[src/dcm_pkg.sv]
// Constants and types for the device config and diagnostic mirror bank
package dcm_pkg;

  // -----------------------------------------------------------------
  // Register indices; byte address is four times the index
  // -----------------------------------------------------------------
  localparam logic [7:0] IDX_DEV_CFG2 = 8'h1B;
  localparam logic [7:0] IDX_BAL_DIAG1 = 8'h1C;
  localparam logic [7:0] IDX_DCHG_CFG = 8'h1D;
  localparam logic [7:0] IDX_MEAS_EN = 8'h1E;
  localparam logic [7:0] IDX_INPUT_CFG = 8'h1F;

  // -----------------------------------------------------------------
  // Field positions
  // -----------------------------------------------------------------
  localparam int B_LOOP = 15;
  localparam int B_DBLBUF = 12;
  localparam int B_LTX_HIZ = 11;
  localparam int B_UTX_HIZ = 10;
  localparam int B_RSVD9 = 9;
  localparam int B_EMRG = 8;
  localparam int B_PUMP_DIS = 0;
  localparam int B_ALTMUX_M = 13;
  localparam int B_POL_M = 12;
  localparam int B_INP_ALTMUX = 0;
  localparam int B_INP_POL = 1;
  localparam int B_WIN_LO = 13;
  localparam int B_CNT_LO = 8;
  localparam int NUM_CELLS = 12;

  // -----------------------------------------------------------------
  // Reset values
  // -----------------------------------------------------------------
  localparam logic [15:0] RST_DEV_CFG2 = 16'h0000;
  localparam logic [11:0] RST_CELLS = 12'h000;
  localparam logic [2:0] RST_WIN = 3'h0;

  // -----------------------------------------------------------------
  // Discharge timing
  // -----------------------------------------------------------------
  localparam int CLK_KHZ = 40000;
  localparam int TICK_MS = 500;
  localparam int DCHG_STEP_MS = 7500;
  localparam int DCHG_PERIOD_MS = 60000;
  localparam int DCHG_TICK_CYCLES = CLK_KHZ * TICK_MS;
  localparam int TICKS_PER_STEP = DCHG_STEP_MS / TICK_MS;
  localparam int TICKS_PER_PERIOD = DCHG_PERIOD_MS / TICK_MS;

  typedef enum logic {PH_EVEN, PH_ODD} dcm_phase_e;

endpackage

[src/dcm_dchg_seq.sv]
// Emergency discharge even/odd cycle sequencer with readable counter
`timescale 1ns/100ps
module dcm_dchg_seq import dcm_pkg::*; #(
  parameter int TICK_CYCLES = DCHG_TICK_CYCLES
) (
  // Clock and reset
  input wire logic pclk,
  input wire logic presetn,
  // Control
  input wire logic enable,
  input wire logic [2:0] win,
  // Outputs
  output logic discharge_even,
  output logic discharge_odd,
  output logic [3:0] dchg_counter
);

  typedef struct packed {
    logic [24:0] div;
    logic [6:0] ticks;
    dcm_phase_e phase;
    logic [3:0] cnt;
    logic even;
    logic odd;
  } dcm_seq_s;

  dcm_seq_s st;
  dcm_seq_s next_st;
  logic tick;
  logic on;
  logic [7:0] on_ticks;

  assign tick = (st.div == 25'(TICK_CYCLES - 1));
  assign on_ticks = 8'(({5'h00, win} + 8'h01) * TICKS_PER_STEP);
  assign on = ({1'b0, st.ticks} < on_ticks);

  always_comb begin
    next_st = st;
    if (!enable) begin
      next_st = '0;
    end else begin
      next_st.div = tick ? 25'h0000000 : st.div + 25'h0000001;
      if (tick) begin
        next_st.cnt = st.cnt + 4'h1;
        if (st.ticks == 7'(TICKS_PER_PERIOD - 1)) begin
          next_st.ticks = 7'h00;
          next_st.phase = (st.phase == PH_EVEN) ? PH_ODD : PH_EVEN;
        end else begin
          next_st.ticks = st.ticks + 7'h01;
        end
      end
      next_st.even = on && (st.phase == PH_EVEN);
      next_st.odd = on && (st.phase == PH_ODD);
    end
  end

  always_ff @(posedge pclk or negedge presetn) begin
    if (!presetn) begin
      st <= '0;
    end else begin
      st <= next_st;
    end
  end

  assign discharge_even = st.even;
  assign discharge_odd = st.odd;
  assign dchg_counter = st.cnt;
endmodule

[src/dcm_regs.sv]
// Device config and diagnostic mirror register bank with APB slave
`timescale 1ns/100ps
module dcm_regs import dcm_pkg::*; #(
  parameter int TICK_CYCLES = DCHG_TICK_CYCLES
) (
  // Clock and reset
  input wire logic pclk,
  input wire logic presetn,
  // APB slave
  input wire logic psel,
  input wire logic penable,
  input wire logic pwrite,
  input wire logic [11:0] paddr,
  input wire logic [31:0] pwdata,
  input wire logic [3:0] pstrb,
  output logic [31:0] prdata,
  output logic pready,
  output logic pslverr,
  // Upper UART port
  input wire logic upper_tx_data,
  input wire logic upper_tx_active,
  input wire logic upper_rx_pin,
  output logic upper_rx_to_core,
  output logic upper_tx_out,
  output logic upper_tx_oe_n,
  // Lower UART port
  input wire logic lower_tx_data,
  input wire logic lower_tx_active,
  output logic lower_tx_out,
  output logic lower_tx_oe_n,
  // Device controls
  output logic upper_port_loopback_en,
  output logic alt_double_buffer_sel,
  output logic lower_tx_idle_highz,
  output logic upper_tx_idle_highz,
  output logic emergency_discharge_en,
  output logic hv_pump_disable,
  output logic alternate_input_route_sel,
  output logic sense_invert,
  output logic [11:0] cell_measure_enables,
  // Emergency discharge
  output logic discharge_even,
  output logic discharge_odd
);

  // -----------------------------------------------------------------
  // State
  // -----------------------------------------------------------------
  typedef struct packed {
    logic loop;
    logic dblbuf;
    logic ltx_hiz;
    logic utx_hiz;
    logic rsvd9;
    logic emrg;
    logic pump_dis;
    logic altmux;
    logic pol;
    logic [11:0] cells;
    logic [2:0] win;
    logic [31:0] rdata;
  } dcm_state_s;

  dcm_state_s st;
  dcm_state_s next_st;

  // -----------------------------------------------------------------
  // Decode helpers
  // -----------------------------------------------------------------
  function automatic logic reg_hit(input logic [11:0] addr,
                                   input logic [7:0] idx);
    reg_hit = (addr == {2'b00, idx, 2'b00});
  endfunction

  function automatic logic [15:0] merge16(input logic [15:0] old,
                                          input logic [31:0] wdata,
                                          input logic [3:0] strb);
    merge16 = old;
    if (strb[0]) begin
      merge16[7:0] = wdata[7:0];
    end
    if (strb[1]) begin
      merge16[15:8] = wdata[15:8];
    end
  endfunction

  logic setup;
  logic access;
  logic mapped;
  logic wr;
  logic wr_cfg2;
  logic wr_diag1;
  logic wr_dchg;
  logic wr_meas;
  logic wr_inp;
  logic [3:0] dchg_counter;
  logic [15:0] rd_cfg2;
  logic [15:0] rd_diag1;
  logic [15:0] rd_dchg;
  logic [15:0] rd_meas;
  logic [15:0] rd_inp;
  logic [15:0] rd_sel;
  logic [15:0] m_cfg2;
  logic [15:0] m_diag1;
  logic [15:0] m_dchg;
  logic [15:0] m_meas;
  logic [15:0] m_inp;

  assign setup = psel && !penable;
  assign access = psel && penable;
  assign mapped = reg_hit(paddr, IDX_DEV_CFG2) ||
                  reg_hit(paddr, IDX_BAL_DIAG1) ||
                  reg_hit(paddr, IDX_DCHG_CFG) ||
                  reg_hit(paddr, IDX_MEAS_EN) ||
                  reg_hit(paddr, IDX_INPUT_CFG);
  assign wr = access && pwrite;
  assign wr_cfg2 = wr && reg_hit(paddr, IDX_DEV_CFG2);
  assign wr_diag1 = wr && reg_hit(paddr, IDX_BAL_DIAG1);
  assign wr_dchg = wr && reg_hit(paddr, IDX_DCHG_CFG);
  assign wr_meas = wr && reg_hit(paddr, IDX_MEAS_EN);
  assign wr_inp = wr && reg_hit(paddr, IDX_INPUT_CFG);

  // -----------------------------------------------------------------
  // Read views; mirrors read the primary storage
  // -----------------------------------------------------------------
  always_comb begin
    rd_cfg2 = RST_DEV_CFG2;
    rd_cfg2[B_LOOP] = st.loop;
    rd_cfg2[B_DBLBUF] = st.dblbuf;
    rd_cfg2[B_LTX_HIZ] = st.ltx_hiz;
    rd_cfg2[B_UTX_HIZ] = st.utx_hiz;
    rd_cfg2[B_RSVD9] = st.rsvd9;
    rd_cfg2[B_EMRG] = st.emrg;
    rd_cfg2[B_PUMP_DIS] = st.pump_dis;
    rd_diag1 = 16'h0000;
    rd_diag1[B_ALTMUX_M] = st.altmux;
    rd_diag1[B_POL_M] = st.pol;
    rd_diag1[NUM_CELLS-1:0] = st.cells;
    rd_dchg = 16'h0000;
    rd_dchg[B_WIN_LO +: 3] = st.win;
    rd_dchg[B_CNT_LO +: 4] = dchg_counter;
    rd_meas = 16'h0000;
    rd_meas[NUM_CELLS-1:0] = st.cells;
    rd_inp = 16'h0000;
    rd_inp[B_INP_ALTMUX] = st.altmux;
    rd_inp[B_INP_POL] = st.pol;
  end

  always_comb begin
    rd_sel = 16'h0000;
    if (reg_hit(paddr, IDX_DEV_CFG2)) begin
      rd_sel = rd_cfg2;
    end else if (reg_hit(paddr, IDX_BAL_DIAG1)) begin
      rd_sel = rd_diag1;
    end else if (reg_hit(paddr, IDX_DCHG_CFG)) begin
      rd_sel = rd_dchg;
    end else if (reg_hit(paddr, IDX_MEAS_EN)) begin
      rd_sel = rd_meas;
    end else if (reg_hit(paddr, IDX_INPUT_CFG)) begin
      rd_sel = rd_inp;
    end
  end

  assign m_cfg2 = merge16(rd_cfg2, pwdata, pstrb);
  assign m_diag1 = merge16(rd_diag1, pwdata, pstrb);
  assign m_dchg = merge16(rd_dchg, pwdata, pstrb);
  assign m_meas = merge16(rd_meas, pwdata, pstrb);
  assign m_inp = merge16(rd_inp, pwdata, pstrb);

  // -----------------------------------------------------------------
  // Next state
  // -----------------------------------------------------------------
  always_comb begin
    next_st = st;
    // Loaded in setup so it stands through the access phase
    if (setup) begin
      next_st.rdata = {16'h0000, rd_sel};
    end
    // Unmapped writes match no decode and change nothing
    if (wr_cfg2) begin
      next_st.loop = m_cfg2[B_LOOP];
      next_st.dblbuf = m_cfg2[B_DBLBUF];
      next_st.ltx_hiz = m_cfg2[B_LTX_HIZ];
      next_st.utx_hiz = m_cfg2[B_UTX_HIZ];
      next_st.rsvd9 = m_cfg2[B_RSVD9];
      next_st.emrg = m_cfg2[B_EMRG];
      next_st.pump_dis = m_cfg2[B_PUMP_DIS];
    end
    // Single storage behind both the mirror and the primary
    if (wr_diag1) begin
      next_st.altmux = m_diag1[B_ALTMUX_M];
      next_st.pol = m_diag1[B_POL_M];
      next_st.cells = m_diag1[NUM_CELLS-1:0];
    end
    if (wr_meas) begin
      next_st.cells = m_meas[NUM_CELLS-1:0];
    end
    if (wr_inp) begin
      next_st.altmux = m_inp[B_INP_ALTMUX];
      next_st.pol = m_inp[B_INP_POL];
    end
    if (wr_dchg) begin
      next_st.win = m_dchg[B_WIN_LO +: 3];
    end
  end

  always_ff @(posedge pclk or negedge presetn) begin
    if (!presetn) begin
      st <= '0;
    end else begin
      st <= next_st;
    end
  end

  // -----------------------------------------------------------------
  // Emergency discharge sequencer
  // -----------------------------------------------------------------
  dcm_dchg_seq #(
    .TICK_CYCLES(TICK_CYCLES)
  ) u_seq (
    .pclk(pclk),
    .presetn(presetn),
    .enable(st.emrg),
    .win(st.win),
    .discharge_even(discharge_even),
    .discharge_odd(discharge_odd),
    .dchg_counter(dchg_counter)
  );

  // -----------------------------------------------------------------
  // Outputs
  // -----------------------------------------------------------------
  assign prdata = st.rdata;
  assign pready = 1'b1;
  assign pslverr = access && !mapped;

  assign upper_port_loopback_en = st.loop;
  assign alt_double_buffer_sel = st.dblbuf;
  assign lower_tx_idle_highz = st.ltx_hiz;
  assign upper_tx_idle_highz = st.utx_hiz;
  assign emergency_discharge_en = st.emrg;
  assign hv_pump_disable = st.pump_dis;
  assign alternate_input_route_sel = st.altmux;
  assign sense_invert = st.pol;
  assign cell_measure_enables = st.cells;

  // Internal loopback of the upper port
  assign upper_rx_to_core = st.loop ? upper_tx_data : upper_rx_pin;

  // Idle drivers: low by default, floated in high-Z idle mode
  assign lower_tx_out = lower_tx_active ? lower_tx_data : 1'b0;
  assign lower_tx_oe_n = !lower_tx_active && st.ltx_hiz;
  assign upper_tx_out = upper_tx_active ? upper_tx_data : 1'b0;
  assign upper_tx_oe_n = !upper_tx_active && st.utx_hiz;
endmodule

[config.mk]
export PLATFORM = sky130hd
export DESIGN_NAME = dcm_regs
export DESIGN_NICKNAME = d
export VERILOG_FILES = /design/src/dcm_pkg.sv /design/src/dcm_dchg_seq.sv /design/src/dcm_regs.sv
export SDC_FILE = /design/constraint.sdc
export NUM_CORES = 1
export LEC_CHECK = 0
export ABC_AREA = 1
export BUFFER_PORTS_ARGS = -buffer_cell sky130_fd_sc_hd__buf_2
export CORE_ASPECT_RATIO = 0.8
export CORE_MARGIN = 8
export CORE_UTILIZATION = 40
export DETAILED_ROUTE_END_ITERATION = 7
export GPL_TIMING_DRIVEN = 0
export HOLD_SLACK_MARGIN = 0.15
export SLEW_MARGIN = 0
export SYNTH_ARGS = -nofsm -noshare
export SYNTH_HDL_FRONTEND = slang
export SYNTH_HIERARCHICAL = 1
export SYNTH_SLANG_ARGS = --single-unit
export TNS_END_PERCENT = 10
[constraint.sdc]
create_clock -name pclk -period 6.2 [get_ports pclk]
set_input_delay 1.24 -clock pclk [delete_from_list [all_inputs] [get_ports pclk]]
set_output_delay 1.24 -clock pclk [all_outputs]
set_load 0.005 [all_outputs]
==> out/results.env <==
TIMING_MAX_TRANSITION_VIOLATIONS_FINAL=0
CRITICAL-PATH-MAX-STAGE-DELAY_NS=0.29
POSTLAYOUTCELLAREA_UM2=6087
MAX-SLEW-MARGIN-REL=0.5026
FINALCRITICALPERIOD_NS=3.589
SETUP_CRIT_END_KIND='output pin'
POSTSYNTHREGISTERBITS=79
HOLD_BUFS_AT_CTS=0
NUMBER_OF_ANTENNA_VIOLATIONS_AT_THE_FIRST_CHECK_IN_GLOBAL_ROUTING=0
DETAILEDROUTE.FIRSTITERATIONVIOLATIONS=294
WORST_HOLD_STARTPOINT='prdata[1]'
POST-LAYOUT-TOTAL-POWER_mW=1.118
FIN_NETS=877
CP_DATA_ARRIVAL_TIME_NS=2.35
TIMING.FMAX_MHz=278.6
IO_PINS=119
YS.FLOP_TYPE='sky130_fd_sc_hd__dfrtp_1'
HALF_PERIMETER_WIRE_LENGTH_AFTER_DETAILED_PLACEMENT_UM=10340
CLOCK_TREE.HTREE_LEVEL_COUNT=3
POWER.NET_SWITCHING_uW=255.5
P_LEAK_nW=3.457
FLOORPLAN.DIE.HEIGHT_UM=116.7
NUM_VIAS=4532
VDD_DROP_MAX_V=0.0001200
INSERTION_DELAY_NS=0.35
TIMING.CRITICAL_PATH.MAX_DELAY_FAMILY='simple AND/OR/NAND/NOR gates'
STANDARD_CELL_ROW_COUNT=36
GRT_MAX_DEGREE=60
GP_CONGESTION=0.8859
UNREPAIRED_SETUP_ENDPOINTS_AFTER_GLOBAL_ROUTING='false'
SYNTH.YOSYS.WARNINGS=6
CRIT-REG2REG-LAUNCH='rd_dchg[13]'
GLOBAL_ROUTE.USAGE.TOTAL=0.1608
P_PER_AREA_nW_PER_UM2=183.7
CTS_BUFFER_COUNT=9
DIE_W_UM=141.9
REG2REGPATHDEPTH=21
GRT_PASS1_VIAS=4359
DRCVIOLATIONCOUNT=0
SETUP_VIOL=0
IO_BUFFERS=83
DR.PASS1.ITERS=5
SYNTHMOSTINSTANTIATEDCELL='sky130_fd_sc_hd__nand2_1'
POST_ROUTE_CELLS_DRIVE_ABOVE_1_SHARE=0.2103
MAX_SLEW.WORST_PIN.SLEW_NS=0.7392
CP.REQUIRED_NS=4.96
WHS_PATH_DEPTH=2
WORST_MIN_PATH_CLASS='flip-flop to flip-flop'
INTPOWER_uW=862.7
ANTENNA_CELLS=0
CLOCK-SKEW-FINAL_NS=0.01086
WORST-PATH-BUF-INV=2
CP-START-KIND='input port'
FIN_CRIT_SH=0.5789
GRT_PASS1_WL_UM=21280
NETLIST_INSTANCES=684
REGTOREGENDPOINT='u_seq/discharge_even'
CTSROOTBUFFERMASTER='sky130_fd_sc_hd__clkbuf_16'
LARGEST_AREA_CONTRIBUTOR_IN_THE_SYNTHESIZED_NETLIST='sky130_fd_sc_hd__dfrtp_1'
CORE-AREA_UM2=12300
FINAL_CELL_COUNT_WITHOUT_FILLERS=970
CRITICAL-PATH-TOP-CELL-BY-COUNT='sky130_fd_sc_hd__buf_2'
CRIT_SLOWEST_CELL='sky130_fd_sc_hd__nor2_2'
OUTCOME='completed'
PATH_CELLS='buf_2 -> nor2_1 -> nand2_2 -> nor2_2 -> nand2_1 -> nand4_1 -> nor3_1 -> buf_2'
SYNTH_COMMON_CELLS='sky130_fd_sc_hd__nand2_1, sky130_fd_sc_hd__inv_1, sky130_fd_sc_hd__nor2_1'
POST_CTS_BUFFERS=0
SWSHARE=0.2285
TOTAL_GR_OVERFLOW=0
AVGROUTEDWIREPERCELL_UM=13.28
SYN_AREA_UM2=5071
PATH_CLK_SLEW_NS=0.05
START_UTIL=0.4124
MIN_TO='prdata[1]'
SYNTH_EDF_COUNT=0
POSTROUTEANTENNANETS=0
TOTALNEGATIVESETUPSLACK_NS=0
SETUP.WORST_PATH.CLASS='input port to output pin'
SYNTH_TOP_CELLS_BY_AREA='sky130_fd_sc_hd__dfrtp_1, sky130_fd_sc_hd__nand2_1, sky130_fd_sc_hd__nand3_1'
P_CLK_FRAC=0.484
YOSYSTOPAREACELLSHARE=0.3898
CTS_SINKS=79
PATH_MAX_FANOUT=7
DESIGN.DIE.AREA_UM2=16560
TIMING.FINAL.HOLD_VIOLATIONS=0
YS_TYPES=37
FINAL_CORE_UTILIZATION=0.4950
P_SEQ_FRAC=0.461
SYNTH_SEQ_AREA_SHARE=0.3898
POST_CTS_RESIZE_COUNT=0
CTS_TREE='built'
AREA_DELTA_SYNTH_FINAL_PCT=20.03
CAP_VIOLATIONS=0
CTSLONGESTPATHBUFFERS=2
ROUTED_WIRELENGTH_UM=12890
YS_ASYNC_SR_FRACTION=1.000
NUMPLACEDINSTANCES=954
RRSETUPSLACK_NS=2.64
PLACEMENT.CELL_AREA_UM2=5787
AVGSYNTHCELLAREA_UM2=7.414
AVGVIACOUNTPERCELL=4.672
SHARE_COMB_OF_TOTAL_POWER=0.054
routing by layer:
layer | vias to the layer above | share of wire | global-route usage
met1 | 2094 | 0.50 | 0.2250
met5 | - | 0 | 0
met4 | 0 | 0.0095 | 0.04354
met3 | 10 | 0.056 | 0.04412
li1 | 2318 | - | -
met2 | 110 | 0.43 | 0.2387
worst max path at each step:
stage	from	end	slack, ns	cells past startpoint
after floorplan	rd_dchg[13]	u_seq/discharge_even	2.97	21
after global placement	paddr[11]	pslverr	2.63	8
after detailed placement	paddr[9]	pslverr	2.59	8
after CTS	rd_dchg[13]	u_seq/discharge_odd	2.58	21
after global routing	rd_dchg[13]	u_seq/discharge_odd	2.32	21
final	paddr[9]	pslverr	2.61	8
final cells by class:
type	count	area, µm²
well taps	171	214.0
fillers	1226	6210
clock inverters	5	57.56
multi-input cells	493	2545
flip-flops and latches	79	1977
inverters	94	354.1
repair buffers	84	445.4
clock buffers	11	242.7
plain buffers	33	251.5
worst reg2reg max path: cells and delay by family, from the launching register on:
| family | cells | cell delay, ns |
|---|---|---|
| adder cells (fa/ha/maj) | 5 | 1.68 |
| AND/OR/NAND/NOR | 7 | 0.49 |
| flip-flops | 1 | 0.44 |
| buffers and inverters | 6 | 0.38 |
| XOR/XNOR | 2 | 0.37 |
| AO/OA/AOI/OAI | 1 | 0.14 |
cells in the final DEF (no fill, tap or decap), drive strengths merged:
| cell | n |
|---|---|
| fa | 4 |
| o31ai | 1 |
| inv | 93 |
| clkbuf | 14 |
| xnor2 | 4 |
| nand2 | 206 |
| nand4 | 11 |
| nand3b | 1 |
| a21o | 1 |
| or2 | 2 |
| xor2 | 14 |
| o21ai | 22 |
| nor3b | 2 |
| a21oi | 9 |
| conb | 17 |
| nor2 | 90 |
| ha | 21 |
| clkinv | 5 |
| o211ai | 1 |
| buf | 114 |
| nand3 | 71 |
| dfrtp | 79 |
| nor3 | 15 |
| bufinv | 1 |
| nor4 | 1 |
logic make-up (layout without fill, tap and decap cells):
| logic type | after synthesis | in the layout | share of synthesized area |
|---|---|---|---|
| and+or+nand+nor | 399 | 399 | 0.3509 |
| DFF | 79 | 79 | 0.3898 |
| adders and majority gates | 25 | 25 | 0.06760 |
| xor gates and xnor gates | 18 | 18 | 0.03109 |
| other | 2 | 17 | 0.001481 |
| AOI/OAI and AO/OA | 34 | 34 | 0.03973 |
| buffers and inverters | 127 | 227 | 0.1194 |
sequential cells by signal, indices dropped and copies added, names as in the netlist, 3 cells and up:
name / flops
cell_measure_enables: 12
u_seq/st: 33
prdata: 16
u_seq/dchg_counter: 4
rd_dchg: 3
power groups by stage:
stage          clock, mW  sequential [mW]  combinational [mW]
2_1_floorplan          0            0.526              0.0278
3_3_place_gp           0            0.525              0.0572
3_5_place_dp           0            0.525              0.0609
4_1_cts            0.551            0.516              0.0612
5_1_grt            0.573            0.516              0.0695
6_report           0.541            0.516              0.0608
per-stage QoR:
stage / hold slack (ns) / setup slack (ns)
finish: 0.4769 / 2.611
global route: 0.5047 / 2.316
CTS: 0.4754 / 2.579
detailed placement: 0.4602 / 2.587
global placement: 0.4610 / 2.632
floorplan: 0.4554 / 2.971
Power figures use the tool's default switching activity.
